## src/shared/ddcrg_pkg.sv

```systemverilog
// package: register map, reset values and codes for the tuner configuration bank
package ddcrg_pkg;
	// ------------------------------------------------------------
	// register offsets
	// ------------------------------------------------------------
	localparam logic [7:0] ADDR_OUT_CFG = 8'h06; // multiplex, pairing, format
	localparam logic [7:0] ADDR_TUNE_A = 8'h07; // tuning word a, lsb byte, four bytes
	localparam logic [7:0] ADDR_PHASE_A = 8'h0B; // phase word a, lsb byte, two bytes
	localparam logic [7:0] ADDR_TUNE_B = 8'h0D; // tuning word b, lsb byte
	localparam logic [7:0] ADDR_PHASE_B = 8'h11; // phase word b, lsb byte
	localparam logic [7:0] ADDR_SOURCE = 8'h13; // input crossbar
	localparam logic [7:0] ADDR_LOOP_CTRL = 8'h14; // exponent and gain loop control
	localparam logic [7:0] ADDR_LEGACY = 8'h15; // legacy count pair, two bytes
	localparam logic [7:0] ADDR_FIXED_A = 8'h17; // fixed gain channel a
	localparam logic [7:0] ADDR_FIXED_B = 8'h18; // fixed gain channel b
	localparam int REG_COUNT = 19; // bytes from 0x06 to 0x18
	// ------------------------------------------------------------
	// field positions
	// ------------------------------------------------------------
	localparam int BIT_MULTIPLEX = 4;
	localparam int BIT_PAIRING = 5;
	localparam int BIT_FORMAT_LO = 6;
	localparam int BIT_SRC_A_LO = 0;
	localparam int BIT_SRC_B_LO = 2;
	localparam int BIT_EXP_FORCE = 0;
	localparam int BIT_LOOP_HOLD = 3;
	localparam int BIT_LOOP_SHIFT_LO = 4;
	// ------------------------------------------------------------
	// reset values and writable masks
	// ------------------------------------------------------------
	localparam logic [7:0] RST_SOURCE = 8'h04; // second selector resets to 1
	localparam logic [7:0] RST_LOOP_CTRL = 8'h02; // legacy bit one resets to 1
	localparam logic [7:0] RST_OTHER = 8'h00;
	localparam logic [7:0] MASK_SOURCE = 8'h0F;
	localparam logic [7:0] MASK_LOOP_CTRL = 8'h3F;
	localparam logic [7:0] MASK_FULL = 8'hFF;
	// ------------------------------------------------------------
	// codes and constants
	// ------------------------------------------------------------
	localparam logic [1:0] FMT_TRUNC8 = 2'h0;
	localparam logic [1:0] FMT_ROUND16 = 2'h1;
	localparam logic [1:0] FMT_ROUND24 = 2'h2;
	localparam logic [1:0] FMT_FLOAT = 2'h3;
	localparam logic [4:0] SER_LEN_TRUNC8 = 5'h08;
	localparam logic [4:0] SER_LEN_ROUND16 = 5'h10;
	localparam logic [4:0] SER_LEN_ROUND24 = 5'h18;
	localparam logic [4:0] SER_LEN_FLOAT = 5'h0C; // 8-bit mantissa plus 4-bit exponent
	localparam logic [1:0] SRC_FIRST = 2'h0;
	localparam logic [1:0] SRC_SECOND = 2'h1;
	localparam logic [2:0] EXP_MAX_GAIN = 3'h7;
	localparam logic [7:0] DATA_IDLE = 8'h00; // read data for unmapped addresses
endpackage

```

## src/shared/ddcrg_cfg_if.sv

```systemverilog
// interface: output configuration handed from the register bank to the serial port
`timescale 1ns/1ps
interface ddcrg_cfg_if;
	logic multiplex; // both channels on the first pin
	logic pairing; // one frame sync per pair
	logic [1:0] format; // output number format code
	modport regs (output multiplex, output pairing, output format);
	modport port (input multiplex, input pairing, input format);
endinterface

```

## src/rtl/ddcrg_serial_port.sv

```systemverilog
// module: output number formatting and serial framing for both channels
`timescale 1ns/1ps
module ddcrg_serial_port
	import ddcrg_pkg::*;
(
	input wire logic clock_in,
	input wire logic reset_n_in,
	ddcrg_cfg_if.port cfg,
	input wire logic sample_strobe_in,
	input wire logic [31:0] sample_i_first_in,
	input wire logic [31:0] sample_q_first_in,
	input wire logic [31:0] sample_i_second_in,
	input wire logic [31:0] sample_q_second_in,
	output logic [31:0] par_i_first_out,
	output logic [31:0] par_q_first_out,
	output logic [31:0] par_i_second_out,
	output logic [31:0] par_q_second_out,
	output logic serial_out_first_out,
	output logic serial_out_second_out,
	output logic serial_frame_sync_out,
	output logic serial_busy_out
);
	// ------------------------------------------------------------
	// formatting
	// ------------------------------------------------------------
	// rounding saturates so a near full-scale sample cannot wrap negative
	function automatic logic [31:0] fmt_word(input logic [31:0] w, input logic [1:0] f);
		logic [16:0] r16;
		logic [24:0] r24;
		logic [31:0] n;
		logic [3:0] e;
		r16 = {w[31], w[31:16]} + {16'h0000, w[15]};
		r24 = {w[31], w[31:8]} + {24'h000000, w[7]};
		n = w;
		e = 4'h0;
		for (int k = 0; k < 15; k++) begin
			if (n[31] == n[30]) begin
				n = {n[30:0], 1'b0};
				e = e + 4'h1;
			end
		end
		case (f)
			FMT_ROUND16: fmt_word = (r16[16] != r16[15]) ?
				{w[31], {15{~w[31]}}, 16'h0000} : {r16[15:0], 16'h0000};
			FMT_ROUND24: fmt_word = (r24[24] != r24[23]) ?
				{w[31], {23{~w[31]}}, 8'h00} : {r24[23:0], 8'h00};
			FMT_FLOAT: fmt_word = {n[31:24], e, 20'h00000};
			default: fmt_word = w; // serial keeps top 8, parallel all 32
		endcase
	endfunction

	// ------------------------------------------------------------
	// framing state
	// ------------------------------------------------------------
	typedef enum logic {DDCRG_IDLE, DDCRG_SHIFT} ddcrg_ser_state_t;
	ddcrg_ser_state_t state_reg; // sequencer state
	logic [4:0] bit_reg; // bit within current word
	logic [1:0] word_reg; // word within frame
	logic [4:0] len_reg; // serial word length latched at frame start
	logic mux_reg; // multiplex mode latched at frame start
	logic pair_reg; // pairing mode latched at frame start

	// ------------------------------------------------------------
	// word selection
	// ------------------------------------------------------------
	wire [4:0] len_now = (cfg.format == FMT_ROUND16) ? SER_LEN_ROUND16 :
		(cfg.format == FMT_ROUND24) ? SER_LEN_ROUND24 :
		(cfg.format == FMT_FLOAT) ? SER_LEN_FLOAT : SER_LEN_TRUNC8;
	// first pin walks i,q of a then i,q of b when multiplexed
	wire [31:0] word_first = mux_reg ?
		(word_reg == 2'h0 ? par_i_first_out : word_reg == 2'h1 ? par_q_first_out :
		word_reg == 2'h2 ? par_i_second_out : par_q_second_out) :
		(word_reg[0] ? par_q_first_out : par_i_first_out);
	wire [31:0] word_second = word_reg[0] ? par_q_second_out : par_i_second_out;
	wire [4:0] bit_pos = 5'h1F - bit_reg; // msb first
	wire last_bit = (bit_reg == len_reg - 5'h01);
	wire last_word = (word_reg == (mux_reg ? 2'h3 : 2'h1));
	wire start = (state_reg == DDCRG_IDLE) && sample_strobe_in;
	// in i-word position when word index even
	wire sync_now = (bit_reg == 5'h00) && (!pair_reg || !word_reg[0]);

	// ------------------------------------------------------------
	// sample capture: a strobe while shifting is ignored
	// ------------------------------------------------------------
	always_ff @(posedge clock_in or negedge reset_n_in) begin
		if (!reset_n_in) begin
			par_i_first_out <= 32'h00000000;
			par_q_first_out <= 32'h00000000;
			par_i_second_out <= 32'h00000000;
			par_q_second_out <= 32'h00000000;
		end else if (start) begin
			par_i_first_out <= fmt_word(sample_i_first_in, cfg.format);
			par_q_first_out <= fmt_word(sample_q_first_in, cfg.format);
			par_i_second_out <= fmt_word(sample_i_second_in, cfg.format);
			par_q_second_out <= fmt_word(sample_q_second_in, cfg.format);
		end
	end

	// ------------------------------------------------------------
	// sequencer
	// ------------------------------------------------------------
	always_ff @(posedge clock_in or negedge reset_n_in) begin
		if (!reset_n_in) begin
			state_reg <= DDCRG_IDLE;
			bit_reg <= 5'h00;
			word_reg <= 2'h0;
			len_reg <= SER_LEN_TRUNC8;
			mux_reg <= 1'b0;
			pair_reg <= 1'b0;
		end else begin
			case (state_reg)
				DDCRG_IDLE: begin
					bit_reg <= 5'h00;
					word_reg <= 2'h0;
					if (start) begin
						state_reg <= DDCRG_SHIFT;
						len_reg <= len_now;
						mux_reg <= cfg.multiplex;
						pair_reg <= cfg.pairing;
					end
				end
				DDCRG_SHIFT: begin
					if (last_bit) begin
						bit_reg <= 5'h00;
						word_reg <= word_reg + 2'h1;
						if (last_word) begin
							state_reg <= DDCRG_IDLE;
						end
					end else begin
						bit_reg <= bit_reg + 5'h01;
					end
				end
				default: state_reg <= DDCRG_IDLE;
			endcase
		end
	end

	// ------------------------------------------------------------
	// pin drivers
	// ------------------------------------------------------------
	// sync coincides with first bit of each word, or only i word when paired
	always_ff @(posedge clock_in or negedge reset_n_in) begin
		if (!reset_n_in) begin
			serial_out_first_out <= 1'b0;
			serial_out_second_out <= 1'b0;
			serial_frame_sync_out <= 1'b0;
			serial_busy_out <= 1'b0;
		end else if (state_reg == DDCRG_SHIFT) begin
			serial_out_first_out <= word_first[bit_pos];
			serial_out_second_out <= mux_reg ? 1'b0 : word_second[bit_pos];
			serial_frame_sync_out <= sync_now;
			serial_busy_out <= 1'b1;
		end else begin
			serial_out_first_out <= 1'b0;
			serial_out_second_out <= 1'b0;
			serial_frame_sync_out <= 1'b0;
			serial_busy_out <= 1'b0;
		end
	end
endmodule

```

## src/rtl/ddcrg_config_regs.sv

```systemverilog
// module: configuration register bank of the two-channel tuner with gain control
`timescale 1ns/1ps
module ddcrg_config_regs
	import ddcrg_pkg::*;
#(
	parameter int SAMPLE_W = 14 // width of converter samples
)
(
	input wire logic clock_in,
	input wire logic reset_n_in,
	input wire logic chip_enable_n_in,
	input wire logic read_n_in,
	input wire logic write_n_in,
	input wire logic [7:0] address_in,
	input wire logic [7:0] data_in,
	output logic [7:0] data_out,
	output logic data_oe_n_out,
	input wire logic [SAMPLE_W-1:0] sample_in_first_in,
	input wire logic [SAMPLE_W-1:0] sample_in_second_in,
	input wire logic [SAMPLE_W-1:0] test_value_in,
	output logic [SAMPLE_W-1:0] channel_in_first_out,
	output logic [SAMPLE_W-1:0] channel_in_second_out,
	output logic [31:0] tuning_word_a_out,
	output logic [15:0] phase_word_a_out,
	output logic [31:0] tuning_word_b_out,
	output logic [15:0] phase_word_b_out,
	input wire logic [2:0] exponent_first_in,
	input wire logic [2:0] exponent_second_in,
	output logic [2:0] exponent_first_out,
	output logic [2:0] exponent_second_out,
	output logic gain_loop_hold_out,
	output logic [1:0] gain_loop_shift_out,
	output logic [7:0] fixed_gain_first_out,
	output logic [7:0] fixed_gain_second_out,
	input wire logic [7:0] loop_level_first_in,
	input wire logic [7:0] loop_level_second_in,
	output logic [2:0] external_gain_amplifier_first_out,
	output logic [2:0] external_gain_amplifier_second_out,
	input wire logic sample_strobe_in,
	input wire logic [31:0] sample_i_first_in,
	input wire logic [31:0] sample_q_first_in,
	input wire logic [31:0] sample_i_second_in,
	input wire logic [31:0] sample_q_second_in,
	output logic [31:0] par_i_first_out,
	output logic [31:0] par_q_first_out,
	output logic [31:0] par_i_second_out,
	output logic [31:0] par_q_second_out,
	output logic serial_out_first_out,
	output logic serial_out_second_out,
	output logic serial_frame_sync_out,
	output logic serial_busy_out
);
	// ------------------------------------------------------------
	// register storage
	// ------------------------------------------------------------
	logic [7:0] byte_reg [REG_COUNT]; // byte 0 sits at the output config offset
	logic [7:0] data_reg; // read data latch
	logic oe_n_reg; // data bus drive enable, low drives
	ddcrg_cfg_if cfg_bus (); // output configuration to the serial port

	// ------------------------------------------------------------
	// bus decode
	// ------------------------------------------------------------
	wire [7:0] rel_addr = address_in - ADDR_OUT_CFG; // index into byte store
	wire in_range = (address_in >= ADDR_OUT_CFG) && (address_in <= ADDR_FIXED_B);
	wire bus_write = !chip_enable_n_in && !write_n_in;
	wire bus_read = !chip_enable_n_in && !read_n_in;
	// reading outside the bank returns a fixed idle value
	wire [7:0] read_value = in_range ? byte_reg[rel_addr[4:0]] : DATA_IDLE;

	// ------------------------------------------------------------
	// byte registers, one per mapped address
	// ------------------------------------------------------------
	// reset and writable mask differ per byte, so each gets its own constant
	generate
		for (genvar g = 0; g < REG_COUNT; g++) begin : g_byte
			localparam logic [7:0] ADDR = ADDR_OUT_CFG + 8'(g);
			localparam logic [7:0] RST = (ADDR == ADDR_SOURCE) ? RST_SOURCE :
				(ADDR == ADDR_LOOP_CTRL) ? RST_LOOP_CTRL : RST_OTHER;
			localparam logic [7:0] MASK = (ADDR == ADDR_SOURCE) ? MASK_SOURCE :
				(ADDR == ADDR_LOOP_CTRL) ? MASK_LOOP_CTRL : MASK_FULL;
			wire hit = bus_write && (address_in == ADDR);
			// legacy bytes are stored like any other so they read back what the
			// host left in them; the device itself never looks at them
			always_ff @(posedge clock_in or negedge reset_n_in) begin
				if (!reset_n_in) begin
					byte_reg[g] <= RST;
				end else if (hit) begin
					byte_reg[g] <= data_in & MASK;
				end
			end
		end
	endgenerate

	// ------------------------------------------------------------
	// read path
	// ------------------------------------------------------------
	// data appears one clock after the read strobe is seen low
	always_ff @(posedge clock_in or negedge reset_n_in) begin
		if (!reset_n_in) begin
			data_reg <= DATA_IDLE;
			oe_n_reg <= 1'b1;
		end else begin
			data_reg <= bus_read ? read_value : DATA_IDLE;
			oe_n_reg <= !bus_read;
		end
	end
	assign data_out = data_reg;
	assign data_oe_n_out = oe_n_reg;

	// ------------------------------------------------------------
	// field extraction
	// ------------------------------------------------------------
	localparam int I_CFG = ADDR_OUT_CFG - ADDR_OUT_CFG;
	localparam int I_TA = ADDR_TUNE_A - ADDR_OUT_CFG;
	localparam int I_PA = ADDR_PHASE_A - ADDR_OUT_CFG;
	localparam int I_TB = ADDR_TUNE_B - ADDR_OUT_CFG;
	localparam int I_PB = ADDR_PHASE_B - ADDR_OUT_CFG;
	localparam int I_SRC = ADDR_SOURCE - ADDR_OUT_CFG;
	localparam int I_LOOP = ADDR_LOOP_CTRL - ADDR_OUT_CFG;
	localparam int I_FA = ADDR_FIXED_A - ADDR_OUT_CFG;
	localparam int I_FB = ADDR_FIXED_B - ADDR_OUT_CFG;
	// low address carries the least significant byte
	assign tuning_word_a_out = {byte_reg[I_TA+3], byte_reg[I_TA+2],
		byte_reg[I_TA+1], byte_reg[I_TA]};
	assign tuning_word_b_out = {byte_reg[I_TB+3], byte_reg[I_TB+2],
		byte_reg[I_TB+1], byte_reg[I_TB]};
	assign phase_word_a_out = {byte_reg[I_PA+1], byte_reg[I_PA]};
	assign phase_word_b_out = {byte_reg[I_PB+1], byte_reg[I_PB]};
	wire [1:0] src_first = byte_reg[I_SRC][BIT_SRC_A_LO +: 2];
	wire [1:0] src_second = byte_reg[I_SRC][BIT_SRC_B_LO +: 2];
	wire exp_force = byte_reg[I_LOOP][BIT_EXP_FORCE];
	assign gain_loop_hold_out = byte_reg[I_LOOP][BIT_LOOP_HOLD];
	assign gain_loop_shift_out = byte_reg[I_LOOP][BIT_LOOP_SHIFT_LO +: 2];
	assign fixed_gain_first_out = byte_reg[I_FA];
	assign fixed_gain_second_out = byte_reg[I_FB];
	assign cfg_bus.multiplex = byte_reg[I_CFG][BIT_MULTIPLEX];
	assign cfg_bus.pairing = byte_reg[I_CFG][BIT_PAIRING];
	assign cfg_bus.format = byte_reg[I_CFG][BIT_FORMAT_LO +: 2];

	// ------------------------------------------------------------
	// per-channel crossbar, exponent and amplifier drive
	// ------------------------------------------------------------
	wire [1:0] src_sel [2];
	wire [2:0] exp_raw [2];
	wire [7:0] fixed_gain [2];
	wire [7:0] loop_level [2];
	logic [SAMPLE_W-1:0] chan_reg [2]; // routed converter input
	logic [2:0] exp_reg [2]; // exponent to the float-to-fixed stage
	logic [2:0] amp_reg [2]; // external amplifier gain code
	assign src_sel[0] = src_first;
	assign src_sel[1] = src_second;
	assign exp_raw[0] = exponent_first_in;
	assign exp_raw[1] = exponent_second_in;
	assign fixed_gain[0] = byte_reg[I_FA];
	assign fixed_gain[1] = byte_reg[I_FB];
	assign loop_level[0] = loop_level_first_in;
	assign loop_level[1] = loop_level_second_in;

	generate
		for (genvar c = 0; c < 2; c++) begin : g_chan
			// codes 2 and 3 both pick the programmable test value
			wire [SAMPLE_W-1:0] routed = (src_sel[c] == SRC_FIRST) ? sample_in_first_in :
				(src_sel[c] == SRC_SECOND) ? sample_in_second_in : test_value_in;
			wire [2:0] exp_next = exp_force ? EXP_MAX_GAIN : exp_raw[c];
			// open loop: the programmed fixed gain owns the amplifier, closed loop:
			// the integrator's magnitude does; both inverted on the way out
			wire [7:0] gain_src = gain_loop_hold_out ? fixed_gain[c] : loop_level[c];
			wire [2:0] amp_next = ~gain_src[7:5];
			always_ff @(posedge clock_in or negedge reset_n_in) begin
				if (!reset_n_in) begin
					chan_reg[c] <= '0;
					exp_reg[c] <= 3'h0;
					amp_reg[c] <= 3'h7;
				end else begin
					chan_reg[c] <= routed;
					exp_reg[c] <= exp_next;
					amp_reg[c] <= amp_next;
				end
			end
		end
	endgenerate
	assign channel_in_first_out = chan_reg[0];
	assign channel_in_second_out = chan_reg[1];
	assign exponent_first_out = exp_reg[0];
	assign exponent_second_out = exp_reg[1];
	assign external_gain_amplifier_first_out = amp_reg[0];
	assign external_gain_amplifier_second_out = amp_reg[1];

	// ------------------------------------------------------------
	// serial and parallel output port
	// ------------------------------------------------------------
	ddcrg_serial_port u_serial (
		.clock_in(clock_in),
		.reset_n_in(reset_n_in),
		.cfg(cfg_bus.port),
		.sample_strobe_in(sample_strobe_in),
		.sample_i_first_in(sample_i_first_in),
		.sample_q_first_in(sample_q_first_in),
		.sample_i_second_in(sample_i_second_in),
		.sample_q_second_in(sample_q_second_in),
		.par_i_first_out(par_i_first_out),
		.par_q_first_out(par_q_first_out),
		.par_i_second_out(par_i_second_out),
		.par_q_second_out(par_q_second_out),
		.serial_out_first_out(serial_out_first_out),
		.serial_out_second_out(serial_out_second_out),
		.serial_frame_sync_out(serial_frame_sync_out),
		.serial_busy_out(serial_busy_out)
	);
endmodule

```

## config.mk

```make
export PLATFORM = sky130hd
export DESIGN_NAME = ddcrg_config_regs
export DESIGN_NICKNAME = d
export VERILOG_FILES = /design/src/shared/ddcrg_pkg.sv /design/src/shared/ddcrg_cfg_if.sv /design/src/rtl/ddcrg_serial_port.sv /design/src/rtl/ddcrg_config_regs.sv
export SDC_FILE = /design/constraint.sdc
export NUM_CORES = 2
export LEC_CHECK = 0
export ABC_AREA = 1
export BUFFER_PORTS_ARGS = -buffer_cell sky130_fd_sc_hd__buf_2
export CAP_MARGIN = 20
export CORE_ASPECT_RATIO = 0.9
export CORE_UTILIZATION = 43
export CTS_CLUSTER_DIAMETER = 60
export CTS_CLUSTER_SIZE = 30
export DETAILED_ROUTE_END_ITERATION = 10
export GPL_TIMING_DRIVEN = 0
export PLACE_DENSITY = 0.72
export SLEW_MARGIN = 0
export SYNTH_ARGS = -nofsm -noshare
export SYNTH_HDL_FRONTEND = slang
export SYNTH_HIERARCHICAL = 1
export SYNTH_SLANG_ARGS = --single-unit
export TNS_END_PERCENT = 20
```

## constraint.sdc

```tcl
create_clock -name clock_in -period 4.1 [get_ports clock_in]
set_input_delay 0.41 -clock clock_in [delete_from_list [all_inputs] [get_ports clock_in]]
set_output_delay 0.41 -clock clock_in [all_outputs]
set_load 0.02 [all_outputs]
```

After elaboration in Yosys (flattened, before gate mapping):

Index checks and enable logic that the tools add are counted.
W data, S select, Z words.

* bits of input ports: 214
* word-level logic and storage cells: 539
* output and inout port bits: 296
* register bits: 342

* bitwise operators: 8
* equality and inequality tests: 97
* reduce and logical (&&, ||, !) cells: 36
* order comparisons: 4
* $add $sub $neg: 69
* mux-type cells: 284

Operators with widths (count)
* $mux W32: 130
* $mux W4: 112
* $pmux W32 S3: 4
* $add A4 B1 Y4 const B: 56
* $add A24 B2 Y25: 4
* $eq A8 B5 Y1 const B: 9
* $add A16 B2 Y17: 4
* $eq A8 B4 Y1 const B: 8
* $eq A1 B1 Y1: 60
* $mux W14: 4
* $mux W8: 6
* $bmux W8 S5: 1
* $logic_and A1 B1 Y1: 24
* $eq A8 B3 Y1 const B: 2
* $mux W5: 3
* $mux W1: 14
* $bmux W1 S5: 2
* $pmux W5 S2: 1
* $mux W3: 3
* $eq A2 B1 Y1 const B: 4
* $ge A8 B3 Y1 const B: 1
* $le A8 B5 Y1 const B: 1
* $ne A1 B1 Y1: 8
* $eq A2 B2 Y1 const B: 3
* 21 further kinds: 34

Logic depth before layout (Yosys ltp):

* word-level depth: 45
* gate-level depth with buffers: 61
* gate-level depth less buffers: 60

Hierarchy:

Netlist, hierarchy kept.

By module, submodules not included
* ddcrg_serial_port: cells each 5865, sequential area each 3629.7 um2, instances 1, area each 30842.1 um2
* ddcrg_config_regs: cells each 1309, sequential area each 4890.9 um2, instances 1, area each 10144.7 um2

Least setup slack after synthesis:

No wires, ideal clock.

* path type: input-to-reg
* from: input sample_i_first_in[30]
* to: register u_serial.par_i_first_out[21]
* library setup time: 0.124 ns
* setup slack: -3.162 ns
* required time: 3.976 ns
* stages: 55
* path buffers: 2
* data arrival time: 7.138 ns
* cells stage by stage: inv_1 ha_1 inv_2 nand2_1 nand2_2 nand2_2 nand2_4 buf_2 clkbuf_1 ha_1 inv_1 nand2_1 nand2_1 inv_2 ha_1 o21ai_0 nor2_1 o21ai_0 [19 not listed] or2_2 nand2_1 nor2_1 nand3b_1 nand2_1 ha_1 nand3b_1 nand2_1 nand2_1 nand2_1 nand2_1 nand2_1 inv_1 ha_1 o21ai_1 nand2_1 o211ai_1 nand2_1

* longest elaborated chain between the ends: 45
* elaborated cells on any way between the ends: 93
* those cells by class: add/sub: 16; eq/ne: 17; mux: 60

RTL lines
* start: declaration: RTL line ddcrg_config_regs.sv:40 `input wire logic [31:0] sample_i_first_in,`
* $eq A1 B1 Y1: RTL line ddcrg_serial_port.sv:37 `if (n[31] == n[30]) begin`
* $mux W1 / $mux W32 (equally long branches): RTL line ddcrg_serial_port.sv:37
* $mux W4 / $mux W32 (equally long branches): RTL line ddcrg_serial_port.sv:91 `end else if (start) begin`
* $add A4 B1 Y4 / $eq A1 B1 Y1 (equally long branches): RTL line ddcrg_serial_port.sv:39, ddcrg_serial_port.sv:37
* $mux W4 / $mux W32 (equally long branches): RTL line ddcrg_serial_port.sv:37
* $mux W4 / $mux W32 (equally long branches): RTL line ddcrg_serial_port.sv:91
* $add A4 B1 Y4 / $eq A1 B1 Y1 (equally long branches): RTL line ddcrg_serial_port.sv:39, ddcrg_serial_port.sv:37
* $mux W4 / $mux W32 (equally long branches): RTL line ddcrg_serial_port.sv:37
* [29 not listed]
* $mux W4 / $mux W32 (equally long branches): RTL line ddcrg_serial_port.sv:37
* $mux W4 / $mux W32 (equally long branches): RTL line ddcrg_serial_port.sv:91
* $add A4 B1 Y4 / $eq A1 B1 Y1 (equally long branches): RTL line ddcrg_serial_port.sv:39, ddcrg_serial_port.sv:37
* $mux W4 / $mux W32 (equally long branches): RTL line ddcrg_serial_port.sv:37
* $mux W4 / $mux W32 (equally long branches): RTL line ddcrg_serial_port.sv:91
* $add A4 B1 Y4 / $eq A1 B1 Y1 (equally long branches): RTL line ddcrg_serial_port.sv:39, ddcrg_serial_port.sv:37
* $mux W4: RTL line ddcrg_serial_port.sv:37
* $pmux W32 S3 *: RTL line ddcrg_serial_port.sv:42 `case (f)`
* end signal: assignment: RTL line ddcrg_serial_port.sv:92 `par_i_first_out <= fmt_word(sample_i_first_in, cfg.format);`
* end: declaration: RTL line ddcrg_serial_port.sv:14 `output logic [31:0] par_i_first_out,`

Every way passes the cells marked *; elsewhere a longest branch is shown, timed or not. The select of a mux whose other input is x is not followed.
A chain may end at the register's enable or synchronous reset.

Worst setup path after layout:

* from: input sample_q_second_in[31]
* to: register u_serial.par_q_second_out[21]

* longest elaborated chain between the ends: 45
* elaborated cells on any way between the ends: 94
* those cells by class: add/sub: 16; eq/ne: 17; mux: 60; bitwise: 1

RTL lines
* start: declaration: RTL line ddcrg_config_regs.sv:43 `input wire logic [31:0] sample_q_second_in,`
* $eq A1 B1 Y1: RTL line ddcrg_serial_port.sv:37
* $mux W1 / $mux W32 (equally long branches): RTL line ddcrg_serial_port.sv:37
* $mux W4 / $mux W32 (equally long branches): RTL line ddcrg_serial_port.sv:91
* $add A4 B1 Y4 / $eq A1 B1 Y1 (equally long branches): RTL line ddcrg_serial_port.sv:39, ddcrg_serial_port.sv:37
* $mux W4 / $mux W32 (equally long branches): RTL line ddcrg_serial_port.sv:37
* $mux W4 / $mux W32 (equally long branches): RTL line ddcrg_serial_port.sv:91
* $add A4 B1 Y4 / $eq A1 B1 Y1 (equally long branches): RTL line ddcrg_serial_port.sv:39, ddcrg_serial_port.sv:37
* $mux W4 / $mux W32 (equally long branches): RTL line ddcrg_serial_port.sv:37
* [29 not listed]
* $mux W4 / $mux W32 (equally long branches): RTL line ddcrg_serial_port.sv:37
* $mux W4 / $mux W32 (equally long branches): RTL line ddcrg_serial_port.sv:91
* $add A4 B1 Y4 / $eq A1 B1 Y1 (equally long branches): RTL line ddcrg_serial_port.sv:39, ddcrg_serial_port.sv:37
* $mux W4 / $mux W32 (equally long branches): RTL line ddcrg_serial_port.sv:37
* $mux W4 / $mux W32 (equally long branches): RTL line ddcrg_serial_port.sv:91
* $add A4 B1 Y4 / $eq A1 B1 Y1 (equally long branches): RTL line ddcrg_serial_port.sv:39, ddcrg_serial_port.sv:37
* $mux W4: RTL line ddcrg_serial_port.sv:37
* $pmux W32 S3 *: RTL line ddcrg_serial_port.sv:42
* end signal: assignment: RTL line ddcrg_serial_port.sv:95 `par_q_second_out <= fmt_word(sample_q_second_in, cfg.format);`
* end: declaration: RTL line ddcrg_serial_port.sv:17 `output logic [31:0] par_q_second_out,`

Marks and branches as above.

==> run summary <==
Synthesis produced a netlist with a net count of 7500. By count the netlist is led by 2811 x sky130_fd_sc_hd__nand2_1, 768 x sky130_fd_sc_hd__o21ai_0, 636 x sky130_fd_sc_hd__nand3_1, 599 x sky130_fd_sc_hd__inv_1, 354 x sky130_fd_sc_hd__nor2_1. Ranked by total cell area, the synthesized netlist is headed by sky130_fd_sc_hd__nand2_1 26%, sky130_fd_sc_hd__dfrtp_1 20%, sky130_fd_sc_hd__o21ai_0 9.4%. The origin of the critical flop-to-flop path is u_serial/word_reg[0]. The clock passes through at most 3 buffers. The worst endpoint data arrival time is slightly above 7 ns. Once detailed placement completed, the half-perimeter wirelength came to around 140000 um.

The number of setup violations in the final report came out at 46. The reg-to-reg setup timing slack came out at -0.51 ns. The die height came out at a little under 300 um. The clock transition at the register clock pins on the worst setup and hold paths after CTS came out at ~0.09 ns. Across all setup checks in the final design, the least slack found is -2.68 ns. The via count of the first global-routing pass is between 40000 and 50000. The number of sinks on the clock net came out at 340. The proportion of netlist area held by the largest area contributor came out at roughly 26%. The total wire length came out at ~190000 um. The start point of the worst min-delay path is sample_in_second_in[12].

The total standard cell area after synthesis came out at a little over 40000 um^2. Of all nets on the critical path, the largest fanout is 10. The net count of the finished layout is approximately 8300. The congestion estimate from routability-driven global placement came to approximately 1.1. The count of boundary I/O pins is between 500 and 600.

The worst hold path belongs to the class input pin to flop. Among cell families on the critical path, the largest total delay comes from compound AO/OA/AOI/OAI gates. The most frequent cell after synthesis is sky130_fd_sc_hd__nand2_1. In the synthesized netlist the async set-or-reset flop fraction comes to between 90% and 100%.

The number of distinct library cells after synthesis came out at 74. The largest stage delay on the critical path came out at slightly below 0.3 ns. Global routing finished with a remaining overflow of 0. The worst slew margin relative to its limit is between 20% and 30%. The critical path data required time came out at between 4 and 5 ns.

The depth of the worst register-to-register path is 15. In the final layout, the share of cells above drive strength 1 is between 20% and 30%. For this configuration, the core starts out at a cell density of a little over two fifths.

The die outline area came out at slightly below 100000 um^2. The depth of the worst hold-timing path is 3. The count of buffer and inverter cells on the critical path is 10.

The worst setup path is of the input pin to flop kind. The number of synthesized flops with an enable pin is 0. Across the routed clock network, the largest skew measured is about 0.027 ns.

Among all flip-flop cells after synthesis, the most frequent one is sky130_fd_sc_hd__dfrtp_1. Once detail routing completed, the nets flagged for antenna violations numbered 0. The reported max-cap violation count is 0. The final hold violation count was 0. The share of the yosys chip area belonging to registers is roughly 21%. The count of unresolved DRC violations after routing is 0.

The initial antenna violation count came out at 26. The root buffer selected by CTS is sky130_fd_sc_hd__clkbuf_16. The timing-limited maximum frequency came out at roughly 0.15 GHz. The post-synthesis cell count is approximately 7200. The per-instance average area after synthesis came out at 5.71 um^2. The minimum period implied by the final worst setup slack came out at slightly below 7 ns. For this design, the slowest cell found on the critical path is sky130_fd_sc_hd__ha_4.

The share of the cycle needed by the critical path after routing came out at 165%. The first-iteration detailed-routing DRC count is ~6000. The total of buffers placed on input and output ports is between 400 and 500.

The number of placement rows is approximately 110. The routed wire length per instance is roughly 20 um. Setup repair after global routing could not meet its margin everywhere. CTS built an H-tree with a depth of 1. TritonCTS built the clock tree. The post-synthesis sequential element count is 340.

Counting the buffers created by CTS gives 31. The capture instance of the worst register-to-register path is u_serial/serial_out_first_out. Across all layers, the routed design uses roughly 53000 vias.

Using the TritonRoute via totals, the vias-per-cell ratio works out to approximately 5.7. The worst-case setup slack after placement came out at -4.44 ns. The worst setup path is launched from an input pin.

STA classifies the critical path endpoint as a flop. The insertion delay of the later-clocked pin in the worst-skew pair came out at approximately 0.62 ns. The core region is 94500 um^2. For this run, the total global-route usage over all layers was measured as between 30% and 40%. The wire length of the first global-routing pass is approximately 270000 um. The area growth from synthesis to final layout is 27.1%. The slew at the pin with the worst max-slew slack came out at around 1.2 ns. The filler cells instantiated in the layout total about 9400.

The run finished, with violations left. The destination of the worst hold path is channel_in_first_out[12]. The checks that failed: negative setup slack.

The number of slew-limit violations in the final report is 0. The first TritonRoute pass finished after 9 iterations. The synthesis warning total is 6. The largest total area in the synthesized netlist belongs to sky130_fd_sc_hd__nand2_1. The pin count of the biggest net entering global routing came out at between 90 and 100. The width of the chip came out at 327 um.
[cell families (layout without fill, tap and decap cells)]
group / after synthesis / after routing / synth area share, %
xor+xnor: 112 / 112 / 2.49
buf+inv: 1133 / 1964 / 12.5
other cells: 0 / 18 / 0
flops: 340 / 340 / 20.8
compound gates: 1332 / 1332 / 17.9
mux: 23 / 23 / 0.562
simple gates: 4122 / 4122 / 42.4
fa+ha+maj: 112 / 112 / 3.42
[final cells by class]
cell class	count	area [um^2]	share of cell area (%)
multi-input combinational	5701	30200	58.0
sequential	340	8520	16.4
timing repair buffer	775	4880	9.38
buffer	457	3020	5.79
inverter	675	2730	5.25
tap	1253	1570	3.01
clock buffer	33	783	1.50
clock inverter	24	329	0.632
antenna	18	45.0	0.0865
[worst max-delay path by stage]
stage / startpoint / slack [ns] / cells after the start / endpoint
2_1_floorplan: sample_q_second_in[30] / -2.43 / 49 / u_serial/par_q_second_out[21]
3_3_place_gp: sample_q_first_in[30] / -4.28 / 49 / u_serial/par_q_first_out[21]
3_5_place_dp: sample_q_first_in[30] / -4.44 / 50 / u_serial/par_q_first_out[21]
4_1_cts: sample_q_second_in[30] / -2.54 / 48 / u_serial/par_q_second_out[21]
5_1_grt: sample_q_second_in[31] / -2.98 / 48 / u_serial/par_q_second_out[21]
6_report: sample_q_second_in[31] / -2.68 / 46 / u_serial/par_q_second_out[21]
[worst min-delay path, delay by kind of cell]
kind	cells	cell delay, ns
AND/OR/NAND/NOR	2	0.10
buffers and inverters	1	0.09
[cell usage in the layout, fill, tap and decap left out, drive strengths merged, types with 64 or more instances in the layout]
| cell | instances |
|---|---|
| o21ai | 850 |
| nand3 | 667 |
| nor2 | 379 |
| inv | 665 |
| nor3 | 64 |
| buf | 1030 |
| a21oi | 254 |
| ha | 112 |
| clkbuf | 225 |
| xor2 | 92 |
| nand2 | 2903 |
| dfrtp | 330 |
[routing by layer]
metal  up-vias  GRT usage, %  wire (um)  part of all wire [%]
met4        10          14.2       8870                   4.7
met5         -             0         62                 0.033
met2      2887          53.9      77900                    41
li1      24900             -          -                     -
met3       530          10.9      23800                    13
met1     24200          49.5      77700                    41
[metrics by stage]
stage / cells / util [%] / TNS, ns / hold slack (ns) / cell area, um^2
floorplan: 7174 / - / -78.47 / 0.114 / 41900
global placement: 8916 / 48.6 / -1499.00 / 0.460 / 45900
detailed placement: 8920 / 48.7 / -163.62 / 0.437 / 46000
CTS: 9107 / 52.1 / -81.20 / 0.00135 / 49200
global route: 9267 / 55.1 / -100.83 / 0.0166 / 52100
finish: 9276 / 55.1 / -80.61 / 0.0160 / 52100
[repair_timing]
action,4_1_cts,5_1_grt
hold buffers,10,0
setup buffers,121,150
gates resized for setup,281,445
cloned,0,2
pin swaps,127,229
setup endpoints to repair,47,68
hold endpoints to repair,78,0
Power is left out: the tool's default activity adds up to more than one toggle a clock period on the data nets, which glitch-free logic cannot reach.
